--- src/pdb_consts.svh ---
// Named constants of the DMA bridge core
`ifndef PDB_CONSTS_SVH
`define PDB_CONSTS_SVH
`define PDB_NUM_USR    4
`define PDB_NUM_SRC    6
`define PDB_TAGS       3'h4
`define PDB_UP_IDS     3'h4
`define PDB_BUF_N      16
`define PDB_BUF_WORDS  5'h10
`define PDB_MRRS       8'h08
`define PDB_MPS        8'h04
`define PDB_WORD_B     32'h4
`define PDB_BAR_LITE   3'h0
`define PDB_BAR_STEP32 3'h1
`define PDB_BAR_STEP64 3'h2
`define PDB_LS_SEL     28
`define PDB_LS_STAT    12'h000
`define PDB_LS_MAP     12'h004
`define PDB_LS_BAR     12'h000
`define PDB_MAP_RST    12'h000
`define PDB_SK_FULL    2'h2
`endif

--- src/pdb_pkg.sv ---
// Types shared by the DMA bridge core
`include "pdb_consts.svh"
package pdb_pkg;
  typedef enum logic [1:0] {
    PDB_T_DMA, PDB_T_LITE, PDB_T_BYP, PDB_T_NONE
  } pdb_tgt_e;
  typedef enum logic [1:0] {
    TB_IDLE = 2'b00, TB_FWD = 2'b01, TB_WAIT = 2'b11, TB_CPL = 2'b10
  } pdb_tb_e;
  typedef enum logic [1:0] {
    IQ_IDLE = 2'b00, IQ_SEND = 2'b01, IQ_HELD = 2'b11, IQ_UNSEND = 2'b10
  } pdb_iq_e;
  typedef enum logic [1:0] {PDB_K_LEG, PDB_K_MSI, PDB_K_MSIX} pdb_kind_e;
  typedef struct packed {
    logic lite_en; logic byp_en; logic lite64; logic dma64;
  } pdb_barcfg_s;
  typedef struct packed {
    logic [2:0] bar; logic wr; logic [31:0] addr;
    logic [31:0] data; logic [7:0] tag;
  } pdb_creq_s;
  typedef struct packed {
    logic [7:0] tag; logic [31:0] data;
  } pdb_ccpl_s;
  typedef struct packed {
    logic wr; logic [31:0] addr; logic [7:0] len;
    logic [3:0] tag; logic [31:0] data;
  } pdb_rreq_s;
  typedef struct packed {
    logic [1:0] tag; logic [31:0] data;
  } pdb_rcpl_s;
  typedef struct packed {
    logic wr; logic [31:0] addr; logic [31:0] data;
  } pdb_lreq_s;
  typedef struct packed {
    pdb_kind_e kind; logic [2:0] src; logic [1:0] line; logic asrt;
  } pdb_msg_s;
endpackage : pdb_pkg

--- src/pdb_core.sv ---
// DMA bridge core: routing, read/write channels, lite slave, interrupts
// How it works
// RULE1: One down and one up engine; mm_mode picks shared MM or stream.
// RULE2: Down channel reads the host and hands data to the user side.
// RULE3: Up channel gets user data, by stream or MM read, then writes host.
// RULE4: Host writes hitting the bypass BAR are forwarded on the bypass port.
// RULE5: Requests routed by BAR; non-posted reads answered on completer bus.
// RULE6: BAR numbering follows which spaces exist and their 32/64-bit size.
// RULE7: Read requests split at max read size and free buffer space.
// RULE8: Outstanding down reads capped; every split piece uses a tag.
// RULE9: Tag held from issue until its last user word is taken, in order.
// RULE10: Finished transfer gives a status writeback or an interrupt.
// RULE11: Buffer space reserved at issue; completions land in that space.
// RULE12: User words start on first data, bursts cut at payload size in MM mode.
// RULE13: Stream up data taken only when a descriptor is armed and enabled.
// RULE14: Up ids taken at MM read issue, freed when host write is sent.
// RULE15: Lite master does single 32-bit accesses, reads answered to host.
// RULE16: Lite slave reaches internal registers; in bridge mode bit 28 picks bank.
// RULE17: User and channel interrupt inputs become legacy, MSI or MSI-X.
// RULE18: User holds a legacy request bit until its first acknowledge.
// RULE19: Legacy drop sends deassert and a second acknowledge.
// RULE20: Each interrupt source maps to one of four legacy lines.
// RULE21: MSI or MSI-X message per request; MSI-X wins when both on.
// RULE22: MSI request held until acknowledged after message is sent.
// RULE23: Acknowledge is a one-cycle pulse for the sent bit only.
`include "pdb_consts.svh"
module pdb_core import pdb_pkg::*; (
  input  wire logic        mclk,
  input  wire logic        resetn,
  input  wire pdb_barcfg_s bar_cfg,
  input  wire logic        bridge_mode,
  input  wire logic        mm_mode,
  input  wire logic        msi_en,
  input  wire logic        msix_en,
  input  wire logic        wb_en,
  input  wire logic [31:0] wb_addr,
  input  wire logic        creq_valid,
  input  wire pdb_creq_s   creq,
  output logic             creq_ready,
  output logic             ccpl_valid,
  output pdb_ccpl_s        ccpl,
  input  wire logic        ccpl_ready,
  output logic             lm_valid,
  output pdb_lreq_s        lm_req,
  input  wire logic        lm_ready,
  input  wire logic        lm_rvalid,
  input  wire logic [31:0] lm_rdata,
  output logic             byp_valid,
  output pdb_creq_s        byp_req,
  input  wire logic        byp_ready,
  input  wire logic        byp_rvalid,
  input  wire logic [31:0] byp_rdata,
  output logic             rreq_valid,
  output pdb_rreq_s        rreq,
  input  wire logic        rreq_ready,
  input  wire logic        rcpl_valid,
  input  wire pdb_rcpl_s   rcpl,
  input  wire logic        up_wsent,
  input  wire logic        dn_start,
  input  wire logic [31:0] dn_addr,
  input  wire logic [11:0] dn_len,
  output logic             dn_out_valid,
  output logic [31:0]      dn_out_data,
  output logic             dn_out_last,
  input  wire logic        dn_out_ready,
  input  wire logic        up_start,
  input  wire logic        up_en,
  input  wire logic [31:0] up_addr,
  input  wire logic [31:0] up_uaddr,
  input  wire logic [11:0] up_len,
  input  wire logic        up_in_valid,
  input  wire logic [31:0] up_in_data,
  output logic             up_in_ready,
  output logic             mr_valid,
  output logic [31:0]      mr_addr,
  input  wire logic        mr_ready,
  input  wire logic        mr_rvalid,
  input  wire logic [31:0] mr_rdata,
  output logic             mr_rready,
  input  wire logic        ls_valid,
  input  wire pdb_lreq_s   ls_req,
  output logic             ls_ready,
  output logic             ls_rvalid,
  output logic [31:0]      ls_rdata,
  input  wire logic        ls_rready,
  input  wire logic [3:0]  usr_irq_req,
  output logic [3:0]       usr_irq_ack,
  output logic             irq_valid,
  output pdb_msg_s         irq_msg,
  input  wire logic        irq_ready
);

  function automatic pdb_tgt_e pdb_route(input logic [2:0] bar,
                                          input pdb_barcfg_s c);
    logic [2:0] dma_bar;
    logic [2:0] byp_bar;
    dma_bar = !c.lite_en ? `PDB_BAR_LITE :
              c.lite64 ? `PDB_BAR_STEP64 : `PDB_BAR_STEP32;
    byp_bar = dma_bar + (c.dma64 ? `PDB_BAR_STEP64 : `PDB_BAR_STEP32);
    if (c.lite_en && bar == `PDB_BAR_LITE) return PDB_T_LITE;
    if (bar == dma_bar) return PDB_T_DMA;
    if (c.byp_en && bar == byp_bar) return PDB_T_BYP;
    return PDB_T_NONE;
  endfunction : pdb_route

  function automatic logic [2:0] pdb_first(input logic [5:0] v);
    logic [2:0] r;
    r = '0;
    for (int i = `PDB_NUM_SRC - 1; i >= 0; i--) begin
      if (v[i]) r = 3'(i);
    end
    return r;
  endfunction : pdb_first

  // Target bridge: one host request in flight at a time
  pdb_tb_e    tb_r, tb_nxt;
  pdb_tgt_e   tgt_r, cq_tgt;
  pdb_creq_s  cq_r;
  logic [31:0] cpl_r, stat_w, rsp_d;
  logic        cq_take, fwd_fire, rsp_v;
  assign cq_tgt     = pdb_route(creq.bar, bar_cfg); // RULE6
  assign creq_ready = (tb_r == TB_IDLE);
  assign cq_take    = creq_valid & creq_ready;
  assign fwd_fire   = (tgt_r == PDB_T_LITE) ? lm_ready : byp_ready;
  assign rsp_v      = (tgt_r == PDB_T_LITE) ? lm_rvalid : byp_rvalid;
  assign rsp_d      = (tgt_r == PDB_T_LITE) ? lm_rdata : byp_rdata;
  assign lm_valid   = (tb_r == TB_FWD) & (tgt_r == PDB_T_LITE); // RULE15
  assign lm_req     = '{wr: cq_r.wr, addr: cq_r.addr, data: cq_r.data};
  assign byp_valid  = (tb_r == TB_FWD) & (tgt_r == PDB_T_BYP); // RULE4
  assign byp_req    = cq_r;
  assign ccpl_valid = (tb_r == TB_CPL); // RULE5
  assign ccpl       = '{tag: cq_r.tag, data: cpl_r};
  always_comb begin
    tb_nxt = tb_r;
    unique case (tb_r)
      TB_IDLE: if (cq_take) begin // RULE5
        tb_nxt = (cq_tgt == PDB_T_LITE || cq_tgt == PDB_T_BYP) ? TB_FWD :
                 creq.wr ? TB_IDLE : TB_CPL;
      end
      TB_FWD:  if (fwd_fire) tb_nxt = cq_r.wr ? TB_IDLE : TB_WAIT;
      TB_WAIT: if (rsp_v) tb_nxt = TB_CPL;
      TB_CPL:  if (ccpl_ready) tb_nxt = TB_IDLE;
    endcase
  end
  always_ff @(posedge mclk) begin
    if (!resetn) begin
      tb_r  <= TB_IDLE;
      tgt_r <= PDB_T_DMA;
      cq_r  <= '0;
      cpl_r <= '0;
    end else begin
      tb_r <= tb_nxt;
      if (cq_take) begin
        cq_r  <= creq;
        tgt_r <= cq_tgt;
        cpl_r <= (cq_tgt == PDB_T_DMA) ? stat_w : '0;
      end else if (tb_r == TB_WAIT && rsp_v) begin
        cpl_r <= rsp_d;
      end
    end
  end

  // Down channel: host reads into a reserved buffer slice per tag
  logic        rr_valid_r, rr_load, wb_pend_r, wb_go;
  logic [1:0]  wb_stat_r, chan_irq_r;
  pdb_rreq_s   rr_r;
  logic [32:0] sk_d_r [2];
  logic [1:0]  sk_cnt_r, sk_after;
  logic [11:0] dn_rem_r, dn_left_r;
  logic [31:0] dn_addr_r;
  logic [1:0]  dn_tail_r, dn_rdtag_r;
  logic [2:0]  dn_cnt_r;
  logic [4:0]  dn_alloc_r, dn_rptr_r, dn_free;
  logic [7:0]  dn_sent_r, dn_beat_r, dn_chunk, dn_cap;
  logic [3:0]  dn_base_r [`PDB_TAGS];
  logic [7:0]  dn_len_r  [`PDB_TAGS];
  logic [7:0]  dn_got_r  [`PDB_TAGS];
  logic        dn_issue, dn_rd_go, dn_tl, dn_adv, rdp_r, rdp_tl_r;
  logic        dn_pop, dn_retire, dn_done;
  logic [31:0] mem_q;
  assign dn_free  = `PDB_BUF_WORDS - (dn_alloc_r - dn_rptr_r);
  assign dn_cap   = (dn_rem_r < 12'(`PDB_MRRS)) ? dn_rem_r[7:0] : `PDB_MRRS;
  assign dn_chunk = ({3'h0, dn_free} < dn_cap) ? {3'h0, dn_free} : dn_cap; // RULE7
  // Tags reused only after retire, so a full tag table stalls issue
  assign dn_issue = rr_load & ~wb_pend_r & (dn_chunk != '0) &
                    (dn_cnt_r < `PDB_TAGS); // RULE8
  assign dn_tl    = (dn_sent_r + 8'h1 == dn_len_r[dn_rdtag_r]);
  assign dn_rd_go = (dn_sent_r < dn_got_r[dn_rdtag_r]) &
                    ({1'b0, sk_cnt_r} + {2'h0, rdp_r} < {1'b0, `PDB_SK_FULL}); // RULE12
  assign dn_adv   = dn_rd_go & dn_tl;
  assign dn_pop   = dn_out_valid & dn_out_ready;
  assign dn_retire = dn_pop & sk_d_r[0][32]; // RULE9
  assign dn_done  = dn_pop & (dn_left_r == 12'h1);
  always_ff @(posedge mclk) begin
    if (!resetn) begin
      dn_rem_r <= '0; dn_left_r <= '0; dn_addr_r <= '0;
      dn_tail_r <= '0; dn_rdtag_r <= '0; dn_cnt_r <= '0;
      dn_alloc_r <= '0; dn_rptr_r <= '0; dn_sent_r <= '0;
      dn_beat_r <= '0; rdp_r <= 1'b0; rdp_tl_r <= 1'b0;
      for (int t = 0; t < `PDB_TAGS; t++) begin
        dn_base_r[t] <= '0; dn_len_r[t] <= '0; dn_got_r[t] <= '0;
      end
    end else begin
      rdp_r    <= dn_rd_go;
      rdp_tl_r <= dn_tl;
      dn_cnt_r <= dn_cnt_r + {2'h0, dn_issue} - {2'h0, dn_retire};
      if (dn_start) begin
        dn_rem_r  <= dn_len;
        dn_left_r <= dn_len;
        dn_addr_r <= dn_addr;
      end else begin
        if (dn_issue) begin // RULE11
          dn_rem_r  <= dn_rem_r - {4'h0, dn_chunk};
          dn_addr_r <= dn_addr_r + {22'h0, dn_chunk, 2'h0};
          dn_tail_r <= dn_tail_r + 2'h1;
          dn_alloc_r <= dn_alloc_r + dn_chunk[4:0];
          dn_base_r[dn_tail_r] <= dn_alloc_r[3:0];
          dn_len_r[dn_tail_r]  <= dn_chunk;
        end
        if (dn_pop) dn_left_r <= dn_left_r - 12'h1;
      end
      if (rcpl_valid) dn_got_r[rcpl.tag] <= dn_got_r[rcpl.tag] + 8'h1;
      if (dn_adv) dn_got_r[dn_rdtag_r] <= '0;
      if (dn_rd_go) begin
        dn_rptr_r  <= dn_rptr_r + 5'h1;
        dn_sent_r  <= dn_tl ? 8'h0 : dn_sent_r + 8'h1;
        dn_rdtag_r <= dn_rdtag_r + {1'b0, dn_tl};
      end
      if (dn_pop) dn_beat_r <= dn_out_last ? 8'h0 : dn_beat_r + 8'h1;
    end
  end
  pdb_buf_mem u_mem (
    .mclk   (mclk),
    .resetn (resetn),
    .we     (rcpl_valid),
    .waddr  (dn_base_r[rcpl.tag] + dn_got_r[rcpl.tag][3:0]), // RULE11
    .wdata  (rcpl.data),
    .raddr  (dn_rptr_r[3:0]),
    .rdata  (mem_q)
  );

  // Two-entry buffer so a user stall loses no word already read
  assign sk_after     = sk_cnt_r - {1'b0, dn_pop};
  assign dn_out_valid = (sk_cnt_r != 2'h0); // RULE2
  assign dn_out_data  = sk_d_r[0][31:0];
  // Stream side sees no payload-size cut, only the transfer end
  assign dn_out_last  = (dn_left_r == 12'h1) |
                        (mm_mode & (dn_beat_r == `PDB_MPS - 8'h1)); // RULE12
  always_ff @(posedge mclk) begin
    if (!resetn) begin
      sk_cnt_r <= '0; sk_d_r[0] <= '0; sk_d_r[1] <= '0;
    end else begin
      sk_cnt_r <= sk_after + {1'b0, rdp_r};
      if (dn_pop) sk_d_r[0] <= (sk_cnt_r == `PDB_SK_FULL) ? sk_d_r[1] :
                                {rdp_tl_r, mem_q};
      else if (sk_cnt_r == 2'h0) sk_d_r[0] <= {rdp_tl_r, mem_q};
      if (rdp_r && sk_after == 2'h1) sk_d_r[1] <= {rdp_tl_r, mem_q};
    end
  end

  // Up channel: one staged word toward the host write path
  logic        up_armed_r, up_have_r, up_go, up_done, up_take, mr_take;
  logic [11:0] up_rem_r, up_mrem_r;
  logic [31:0] up_pa_r, up_ua_r, up_dat_r;
  logic [2:0]  up_ids_r;
  assign up_in_ready = up_armed_r & up_en & ~mm_mode & ~up_have_r; // RULE13
  assign up_take   = up_in_valid & up_in_ready;
  assign mr_valid  = up_armed_r & up_en & mm_mode & (up_mrem_r != '0) &
                     (up_ids_r < `PDB_UP_IDS); // RULE14
  assign mr_addr   = up_ua_r; // RULE1
  assign mr_rready = ~up_have_r;
  assign mr_take   = mr_valid & mr_ready;
  assign up_go     = up_have_r & rr_load & ~wb_pend_r & ~dn_issue; // RULE3
  assign up_done   = up_go & (up_rem_r == 12'h1);
  always_ff @(posedge mclk) begin
    if (!resetn) begin
      up_armed_r <= 1'b0; up_have_r <= 1'b0; up_rem_r <= '0;
      up_mrem_r <= '0; up_pa_r <= '0; up_ua_r <= '0;
      up_dat_r <= '0; up_ids_r <= '0;
    end else begin
      up_ids_r <= up_ids_r + {2'h0, mr_take} -
                  {2'h0, up_wsent & (up_ids_r != 3'h0)}; // RULE14
      if (up_start) begin
        up_armed_r <= 1'b1; up_rem_r <= up_len; up_mrem_r <= up_len;
        up_pa_r <= up_addr; up_ua_r <= up_uaddr;
      end else begin
        if (mr_take) begin
          up_mrem_r <= up_mrem_r - 12'h1;
          up_ua_r   <= up_ua_r + `PDB_WORD_B;
        end
        if (up_go) begin
          up_rem_r <= up_rem_r - 12'h1;
          up_pa_r  <= up_pa_r + `PDB_WORD_B;
        end
        if (up_done) up_armed_r <= 1'b0;
      end
      if (up_take || (mr_rvalid && mr_rready)) begin
        up_have_r <= 1'b1;
        up_dat_r  <= up_take ? up_in_data : mr_rdata;
      end else if (up_go) begin
        up_have_r <= 1'b0;
      end
    end
  end

  // Requester request register; writeback beats reads beats up writes
  assign rr_load    = ~rr_valid_r | rreq_ready;
  assign wb_go      = wb_pend_r & rr_load;
  assign rreq_valid = rr_valid_r;
  assign rreq       = rr_r;
  always_ff @(posedge mclk) begin
    if (!resetn) begin
      rr_valid_r <= 1'b0; rr_r <= '0;
      wb_pend_r <= 1'b0; wb_stat_r <= '0;
    end else begin
      if (rr_load) rr_valid_r <= wb_go | dn_issue | up_go;
      if (wb_go) begin // RULE10
        rr_r <= '{wr: 1'b1, addr: wb_addr, len: 8'h1, tag: '0,
                  data: {30'h0, wb_stat_r}};
      end else if (dn_issue) begin // RULE2
        rr_r <= '{wr: 1'b0, addr: dn_addr_r, len: dn_chunk,
                  tag: {2'h0, dn_tail_r}, data: '0};
      end else if (up_go) begin // RULE3
        rr_r <= '{wr: 1'b1, addr: up_pa_r, len: 8'h1, tag: '0,
                  data: up_dat_r};
      end
      // A finish in the launch cycle re-arms the writeback
      if (wb_en && (dn_done || up_done)) begin // RULE10
        wb_pend_r <= 1'b1;
        wb_stat_r <= (wb_go ? 2'h0 : wb_stat_r) | {up_done, dn_done};
      end else if (wb_go) begin
        wb_pend_r <= 1'b0;
        wb_stat_r <= '0;
      end
    end
  end

  // Lite slave: internal registers only, never a host request
  logic [11:0] map_r;
  logic        ls_rv_r, ls_dma, ls_take;
  logic [31:0] ls_q_r, ls_rd_w;
  assign stat_w   = {16'h0, 1'b0, dn_cnt_r, 1'b0, up_ids_r, 6'h0,
                     up_armed_r, (dn_left_r != '0)};
  assign ls_ready = ~ls_rv_r;
  assign ls_take  = ls_valid & ls_ready;
  assign ls_dma   = ~bridge_mode | ls_req.addr[`PDB_LS_SEL]; // RULE16
  assign ls_rd_w  = !ls_dma ?
      ((ls_req.addr[11:0] == `PDB_LS_BAR) ? {28'h0, bar_cfg} : '0) :
      (ls_req.addr[11:0] == `PDB_LS_STAT) ? stat_w :
      (ls_req.addr[11:0] == `PDB_LS_MAP) ? {20'h0, map_r} : '0;
  assign ls_rvalid = ls_rv_r;
  assign ls_rdata  = ls_q_r;
  always_ff @(posedge mclk) begin
    if (!resetn) begin
      ls_rv_r <= 1'b0; ls_q_r <= '0; map_r <= `PDB_MAP_RST;
    end else begin
      if (ls_take) begin
        ls_rv_r <= 1'b1;
        ls_q_r  <= ls_req.wr ? '0 : ls_rd_w;
      end else if (ls_rready) begin
        ls_rv_r <= 1'b0;
      end
      if (ls_take && ls_req.wr && ls_dma &&
          ls_req.addr[11:0] == `PDB_LS_MAP) begin
        map_r <= ls_req.data[11:0]; // RULE20
      end
    end
  end

  // Interrupts: per-source handshake, one message in flight
  pdb_iq_e   iq_r [`PDB_NUM_SRC];
  pdb_iq_e   iq_nxt [`PDB_NUM_SRC];
  logic [5:0] src_req, want;
  logic [2:0] pick_idx;
  logic       msg_v_r, msg_done, pick_v, legacy;
  pdb_msg_s   msg_r;
  pdb_kind_e  kind_w;
  assign kind_w  = msix_en ? PDB_K_MSIX : msi_en ? PDB_K_MSI : PDB_K_LEG; // RULE21
  assign legacy  = (kind_w == PDB_K_LEG);
  assign src_req = {chan_irq_r, usr_irq_req}; // RULE17
  assign pick_v  = ~msg_v_r & (want != '0);
  assign pick_idx = pdb_first(want);
  assign msg_done = msg_v_r & irq_ready;
  assign irq_valid = msg_v_r;
  assign irq_msg   = msg_r;
  genvar gi;
  for (gi = 0; gi < `PDB_NUM_SRC; gi++) begin : g_iq
    logic pick_me, done_me;
    assign pick_me  = pick_v & (pick_idx == 3'(gi));
    assign done_me  = msg_done & (msg_r.src == 3'(gi));
    assign want[gi] = ((iq_r[gi] == IQ_IDLE) & src_req[gi]) |
                      ((iq_r[gi] == IQ_HELD) & ~src_req[gi] & legacy);
    always_comb begin
      iq_nxt[gi] = iq_r[gi];
      unique case (iq_r[gi])
        IQ_IDLE:   if (pick_me) iq_nxt[gi] = IQ_SEND;
        IQ_SEND:   if (done_me) iq_nxt[gi] = IQ_HELD; // RULE22
        IQ_HELD:   if (pick_me) iq_nxt[gi] = IQ_UNSEND; // RULE19
                   else if (!src_req[gi] && !legacy) iq_nxt[gi] = IQ_IDLE;
        IQ_UNSEND: if (done_me) iq_nxt[gi] = IQ_IDLE; // RULE19
      endcase
    end
    always_ff @(posedge mclk) begin
      if (!resetn) iq_r[gi] <= IQ_IDLE;
      else iq_r[gi] <= iq_nxt[gi];
    end
    if (gi < `PDB_NUM_USR) begin : g_ack
      assign usr_irq_ack[gi] = done_me; // RULE23
    end
  end
  always_ff @(posedge mclk) begin
    if (!resetn) begin
      msg_v_r <= 1'b0; msg_r <= '0; chan_irq_r <= '0;
    end else begin
      if (pick_v) begin
        msg_v_r <= 1'b1;
        msg_r   <= '{kind: kind_w, src: pick_idx,
                     line: map_r[{pick_idx, 1'b0} +: 2], // RULE20
                     asrt: (iq_r[pick_idx] == IQ_IDLE)};
      end else if (msg_done) begin
        msg_v_r <= 1'b0;
      end
      // A new finish wins over the acknowledge that clears the flag
      for (int c = 0; c < 2; c++) begin
        if (!wb_en && (c == 0 ? dn_done : up_done)) chan_irq_r[c] <= 1'b1;
        else if (msg_done && msg_r.asrt &&
                 msg_r.src == 3'(`PDB_NUM_USR + c)) chan_irq_r[c] <= 1'b0;
      end
    end
  end
endmodule : pdb_core

--- src/pdb_buf_mem.sv ---
// Completion data buffer with registered read port
`include "pdb_consts.svh"
module pdb_buf_mem import pdb_pkg::*; (
  input  wire logic        mclk,
  input  wire logic        resetn,
  input  wire logic        we,
  input  wire logic [3:0]  waddr,
  input  wire logic [31:0] wdata,
  input  wire logic [3:0]  raddr,
  output logic      [31:0] rdata
);
  logic [31:0] mem_r [`PDB_BUF_N];
  always_ff @(posedge mclk) begin
    if (we) begin
      mem_r[waddr] <= wdata;
    end
  end
  always_ff @(posedge mclk) begin
    if (!resetn) begin
      rdata <= '0;
    end else begin
      rdata <= mem_r[raddr];
    end
  end
endmodule : pdb_buf_mem

--- config.mk ---
export PLATFORM = sky130hd
export DESIGN_NAME = pdb_core
export DESIGN_NICKNAME = d
export VERILOG_FILES = /design/src/pdb_pkg.sv /design/src/pdb_core.sv /design/src/pdb_buf_mem.sv
export VERILOG_INCLUDE_DIRS = /design/src
export SDC_FILE = /design/constraint.sdc
export NUM_CORES = 2
export LEC_CHECK = 0
export BUFFER_PORTS_ARGS = -buffer_cell sky130_fd_sc_hd__buf_2
export CORE_MARGIN = 5
export CORE_UTILIZATION = 40
export CTS_CLUSTER_SIZE = 14
export DETAILED_ROUTE_END_ITERATION = 10
export PLACE_DENSITY = 0.59
export SKIP_CTS_REPAIR_TIMING = 1
export SLEW_MARGIN = 30
export SYNTH_ARGS = -nofsm -noshare
export SYNTH_HDL_FRONTEND = slang
export SYNTH_HIERARCHICAL = 1
export SYNTH_SLANG_ARGS = --single-unit
export TNS_END_PERCENT = 50
--- constraint.sdc ---
create_clock -name mclk -period 17.1 [get_ports mclk]
set_clock_uncertainty 0.2 [all_clocks]
set_input_delay 1.71 -clock mclk [delete_from_list [all_inputs] [get_ports mclk]]
set_output_delay 1.71 -clock mclk [all_outputs]
set_load 0.02 [all_outputs]
=== Word level (Yosys, flattened, before mapping) ===
Memory sizes are Yosys's and may differ from the RTL's. A register that Yosys moved wholly into a read port is not among the register bits.
Index checks and enable logic that the tools add are counted.

* Equality and inequality tests: 48
* Shift operators: 1
* $lt $le $gt $ge: 6
* Reduce and logical (&&, ||, !) cells: 75
* Muxes and demuxes: 165
* Add/sub/neg operators: 25
* Bitwise logic cells: 96

{| class="wikitable"
|+ Operator list
! kind !! number
|-
| two-way mux 32 bit || 10
|-
| two-way mux 77 bit || 3
|-
| two-way mux 33 bit || 4
|-
| two-way mux 2 bit || 63
|-
| two-way mux 12 bit || 9
|-
| adder 32 x 3 -> 32 bit, second input constant || 2
|-
| two-way mux 15 bit || 4
|-
| AND 1 bit || 59
|-
| two-way mux 8 bit || 7
|-
| case mux 2 bit (4 select lines) || 7
|-
| two-way mux 1 bit || 50
|-
| subtractor 12 x 1 -> 12 bit, second input constant || 3
|-
| equality test 2 bit, second input constant || 17
|-
| adder 32 x 10 -> 32 bit || 1
|-
| nonzero test 2 bit || 14
|-
| adder 8 x 1 -> 8 bit, second input constant || 3
|-
| equality test 12 x 1 -> 1 bit, second input constant || 2
|-
| nonzero test 12 bit || 2
|-
| OR reduction 8 bit || 3
|-
| logical NOT 2 bit || 11
|-
| equality test 2 x 1 -> 1 bit, second input constant || 10
|-
| logical AND 1 bit || 20
|-
| bitwise OR 1 bit || 20
|-
| two-way mux 3 bit || 6
|-
| 44 further kinds || 86
|}

* RAM bits: 670
* Output and inout port bits: 379
* Flip-flop bits (word level): 465
* Input bits: 489
* Memories kept: 6
* Word-level logic and storage cells: 471

{| class="wikitable"
|+ Memories
! name !! words !! bits a word !! read ports !! clocked after memory_dff !! write ports !! RTL line !! source
|-
| u_mem.mem_r || 16 || 32 || 1 || 1 || 1 || pdb_buf_mem.sv:12 || <nowiki>logic [31:0] mem_r [`PDB_BUF_N];</nowiki>
|-
| sk_d_r || 2 || 33 || 2 || 0 || 2 || pdb_core.sv:167 || <nowiki>logic [32:0] sk_d_r [2];</nowiki>
|-
| dn_got_r || 4 || 8 || 2 || 1 || 4 || pdb_core.sv:177 || <nowiki>logic [7:0] dn_got_r [`PDB_TAGS];</nowiki>
|-
| dn_len_r || 4 || 8 || 1 || 1 || 4 || pdb_core.sv:176 || <nowiki>logic [7:0] dn_len_r [`PDB_TAGS];</nowiki>
|-
| dn_base_r || 4 || 4 || 1 || 0 || 4 || pdb_core.sv:175 || <nowiki>logic [3:0] dn_base_r [`PDB_TAGS];</nowiki>
|-
| iq_r || 6 || 2 || 7 || 0 || 6 || pdb_core.sv:371 || <nowiki>pdb_iq_e iq_r [`PDB_NUM_SRC];</nowiki>
|}

=== Depth between registers and ports, before layout ===
* Word-level depth: 16
* Gate-level depth with buffers: 29
* Gate-level depth less buffers: 24

=== By module ===
The synthesis kept the hierarchy.

{| class="wikitable"
|+ By module, submodules not included
! module !! area an instance (um2) !! instances !! cells each !! seq. area each (um2)
|-
| pdb_core || 29874.9 || 1 || 3413 || 13312.8
|-
| pdb_buf_mem || 20534.7 || 1 || 1079 || 16015.4
|}

=== Worst setup path before layout ===
No wires, ideal clock.

* Path kind: input port to flip-flop
* Start: in rcpl[32] (netlist name)
* End: mem u_mem.mem_r[0][0], enable pin
* Stages: 10
* Setup time: 461 ps
* Setup slack: 9721 ps
* Buffers on the path: 2
* Data arrival time: 6718 ps
* Data required time: 16439 ps
* Cell sequence: buf_1 clkbuf_1 mux4_2 ha_1 a21o_1 a21oi_1 xor2_1 xnor2_1 or3b_2 nor3_1

* Cells in the longest elaborated chain, start to end: 2
* Elaborated cells between the ends (all ways): 3
* Those cells by class: add/sub: 1; memory: 2

{| class="wikitable"
|+ RTL lines
! item !! RTL line !! source
|-
| from (decl) || pdb_core.sv:57 || <nowiki>input wire pdb_rcpl_s rcpl,</nowiki>
|-
| memory read (4 x 4 bit) / memory read (4 x 8 bit) (equally long branches) || - ||
|-
| adder 4 bit (*) || pdb_core.sv:236 || <nowiki>.waddr (dn_base_r[rcpl.tag] + dn_got_r[rcpl.tag][3:0]),</nowiki>
|-
| to (decl) || pdb_buf_mem.sv:12 ||
|}

Mark *: on every way between the ends. The rest lies on a longest branch, timed or not.

=== Worst setup path in the final report ===
* Start: reg dn_alloc_r[3]
* End: reg dn_addr_r[26]

* Cells in the longest elaborated chain, start to end: 8
* Elaborated cells between the ends (all ways): 11
* Those cells by class: add/sub: 3; order compare: 1; mux: 3; bitwise: 2; reduce/logical: 2

{| class="wikitable"
|+ RTL lines
! item !! RTL line !! source
|-
| from (decl) || pdb_core.sv:173 || <nowiki>logic [4:0] dn_alloc_r, dn_rptr_r, dn_free;</nowiki>
|-
| from (signal assigned) || pdb_core.sv:216 || <nowiki>dn_alloc_r <= dn_alloc_r + dn_chunk[4:0];</nowiki>
|-
| subtractor 5 bit (*) || pdb_core.sv:181 || <nowiki>assign dn_free = `PDB_BUF_WORDS - (dn_alloc_r - dn_rptr_r);</nowiki>
|-
| subtractor 5 bit (no source line) (*) || - ||
|-
| < comparator 5 x 8 -> 1 bit || pdb_core.sv:183 || <nowiki>assign dn_chunk = ({3'h0, dn_free} < dn_cap) ? {3'h0, dn_free} : dn_cap;</nowiki>
|-
| two-way mux 8 bit (*) || pdb_core.sv:183 ||
|-
| branches (longest 4 deep; another with adder 32 x 10 -> 32 bit) || - ||
|-
| to (signal assigned) || pdb_core.sv:210 || <nowiki>dn_addr_r <= dn_addr;</nowiki>
|-
| to (signal assigned) || pdb_core.sv:214 || <nowiki>dn_addr_r <= dn_addr_r + {22'h0, dn_chunk, 2'h0};</nowiki>
|-
| to (decl) || pdb_core.sv:170 || <nowiki>logic [31:0] dn_addr_r;</nowiki>
|}

Mark *: on every way between the ends. The select of a mux whose other input is x is not followed.
A chain may end at the register's enable or synchronous reset.

==> results.md <==
* Fin Hold WS at 0.230 ns
* HPWL after DPL at 121000 um
* Grt total ovfl at 0
* Crit-path max cell delay at 0.54 ns
* PwrDens at 144 nW/um^2
* Synth Area per Inst at 11.2 sq um
* Initial Util at 40.2%
* Yosys warns at 6
* Hold Path Class: flip-flop to flip-flop
* Placer congestion estimate at 1.04
* Core Region at 125000 sq um
* CTS root buffer: clkbuf_16
* Register area share after synthesis at 58.2%
* Int Power at 5.57 mW
* CP max FO at 21
* Worst-Skew Late Latency at 0.75 ns
* Max clock buf depth at 3
* Critical Path Most Common Cell: ha_1
* Worst vdd ir at 157 uV
* Yosys cell types at 88
* Final worst path period need at 6.62 ns
* CTS Buf Count at 121
* Number of remaining DRC errors at 0
* Die Span X at 365 um
* Final hold vios at 0
* Final period utilization at 38.7%
* Clock sinks at 1152
* CTS tree: built
* Synth area leader: edfxtp_1
* Commonest cells in the synthesized netlist: edfxtp_1 (626), nand2_1 (587), dfxtp_1 (526), a21oi_1 (339), nor2_1 (307)
* Post-synth top area share at 37.3%
* FFs w/ async S/R, synth at 0%
* Logic pwr share at 29.5%
* Top-count cell post-synth: edfxtp_1
* Ratio of cells with drive above 1 in the final layout at 22.6%
* Vias post-DR at 38.3k
* Global-route wire length before repair at 250000 um
* FF+latch count, synth at 1152
* Synth Flop Type: edfxtp_1
* Switching Share at 34.8%
* P_sw at 2.97 mW
* Lkg Pwr at 22.2 nW
* Synthesized cell area at 50400 sq um
* EDFF count, synth at 626
* Final ANT Viol Nets at 0
* Max cap viols at 0
* Routed len/inst at 25.7 um
* PortBufs at 809
* Final core occ at 47.3%
* Max-slew violation count at 0
* Initial antenna violation count at 57
* Area contributors post-synth: edfxtp_1 (37%), dfxtp_1 (21%), mux2i_1 (5.8%)
* Cell Chain, Critical Path: inv_1 > ha_1 > ha_1 > a21oi_1 > and3_1 > or2_1 > inv_1 > ha_1 > a211o_1 > o22a_1 > o21a_1 > o21ai_0 > ha_1 > inv_1 > fa_1 > nor2b_1 > o21ai_0 > nand2b_1 > a311oi_1 > or3_4 > or4_1 > a31oi_1
* CTS HTree Levels at 3
* Arr. time, crit path at 7.10 ns
* Setup TNS at 0 ns
* Drt pass-1 iters at 10
* Initial DRC count at 3711
* All-Layer GR Usage at 25.4%
* RSZ-0062 raised after global routing: false
* Vias in the first global route at 35.8k
* P&R area growth vs syn at 17.7%
* Ports at 868
* Required @ worst endpoint at 17.57 ns
* Relative slew slack at 29.1%
* Nets at 5692
* Cells after Synth at 4492
* Total die area at 133000 sq um
* Status: finished clean
* Worst-margin pin slew at 1.05 ns
* Critical path type: flip-flop to flip-flop
* Cell Rows at 130
* Clock Power Share at 30.8%
* DIE HEIGHT at 365 um
* Slowest library cell on the worst path: or4_1
* Reg clk slew, reported paths at 0.06 ns
* Max Freq at 151 MHz
* Wirelength, routed at 177000 um
* Final setup fails at 0
* Overall Power at 8.54 mW
* Reg power frac at 39.7%
* Endpoint kind of the worst setup timing path: flip-flop
* Worst Setup Start Kind: flip-flop
* Vias per std cell at 5.55
* Maximum number of pins on one net before global-route repair at 127
## critical path, delay by kind of cell (launching register included)
kind,cells,cell delay [ns]
compound gates,8,2.09
fa+ha+maj,5,1.57
buf+inv,3,0.41
flops,1,0.38
simple gates,6,1.89
## state kept, by name, summed over array words and instances, names as in the netlist, 66 cells and up, named ones only
signal and count:
u_mem/mem_r 512, byp_req 76, rreq 75, sk_d_r 66
## per-layer routing
layer	wire length (um)	vias to the layer above	global-route usage (%)	part of all wire, %
li1	-	17600	-	-
met1	71700	18900	32.8	40
met2	82000	1490	40.3	46
met3	15300	319	6.50	8.6
met4	8170	28	11.7	4.6
met5	176	-	0	0.099
## power groups by stage
stage	Clock [mW]	Sequential, mW	Combinational (mW)
floorplan	0	3.44	1.77
global placement	0	3.43	2.47
detailed placement	0	3.44	2.50
CTS	2.68	3.38	2.51
global route	2.81	3.41	2.73
finish	2.63	3.39	2.52
## final timing paths
check                                           startpoint                    endpoint  slack (ns)  cells after the start
worst max-delay path            dn_alloc_r[3]$_SDFFE_PN0P_  dn_addr_r[26]$_SDFFE_PN0N_       10.48                     22
worst min-delay path             up_dat_r[10]$_SDFFE_PN0P_       rreq[10]$_SDFFE_PP0N_        0.23                      2
worst max register to register  dn_alloc_r[3]$_SDFFE_PN0P_  dn_addr_r[26]$_SDFFE_PN0N_       10.48                     22
worst min register to register   up_dat_r[10]$_SDFFE_PN0P_       rreq[10]$_SDFFE_PP0N_        0.23                      2
## placed cells by master, fill, tap and decap left out, types with 24 or more instances in the layout
master       n
xnor2_1     77
a211oi_1    61
a311oi_1    31
buf_2      808
nor4_1      24
nor3_1      59
a21oi_1    339
xor2_1      54
a31oi_1     49
mux4_2      47
nand4_1     33
clkinv_2    24
mux2i_1    293
diode_2     31
nor2_1     294
nand2_1    584
a22oi_1    111
clkbuf_16  122
conb_1      38
ha_1        73
and2_1      57
o21ai_1     37
o21ai_0    141
dfxtp_1    525
edfxtp_1   626
buf_4       64
nand3_1     79
inv_1       90
clkbuf_1    35
a222oi_1    33
## cells by family after synthesis
family	after synthesis	synth area share, %
multiplexers	347	8.07
flip-flops	1152	58.2
AO/OA/AOI/OAI	954	12.0
other	2	0.0149
adder cells (fa/ha/maj)	81	2.13
buffers and inverters	498	5.21
AND/OR/NAND/NOR	1325	12.0
XOR/XNOR	133	2.37
## through the flow
stage | setup WS (ns) | area [sq um] | std cells
floorplan | 9.72 | 50500 | 4528
finish | 10.48 | 59300 | 6910
global route | 9.98 | 59300 | 6903
global placement | 10.63 | 55100 | 6647
detailed placement | 10.59 | 55200 | 6648
CTS | 10.55 | 59200 | 6878
## final cells by class
class                   instances  area (sq um)
flip-flops and latches       1152         29300
multi-input cells            2878         18900
fillers                     11700         66100
inverters                      93           358
diodes                         31          77.6
well taps                    1650          2060
clock buffers                 176          3450
clock inverters                54           547
repair buffers                876          4610
Note: power is estimated with default switching activity, not from simulation.
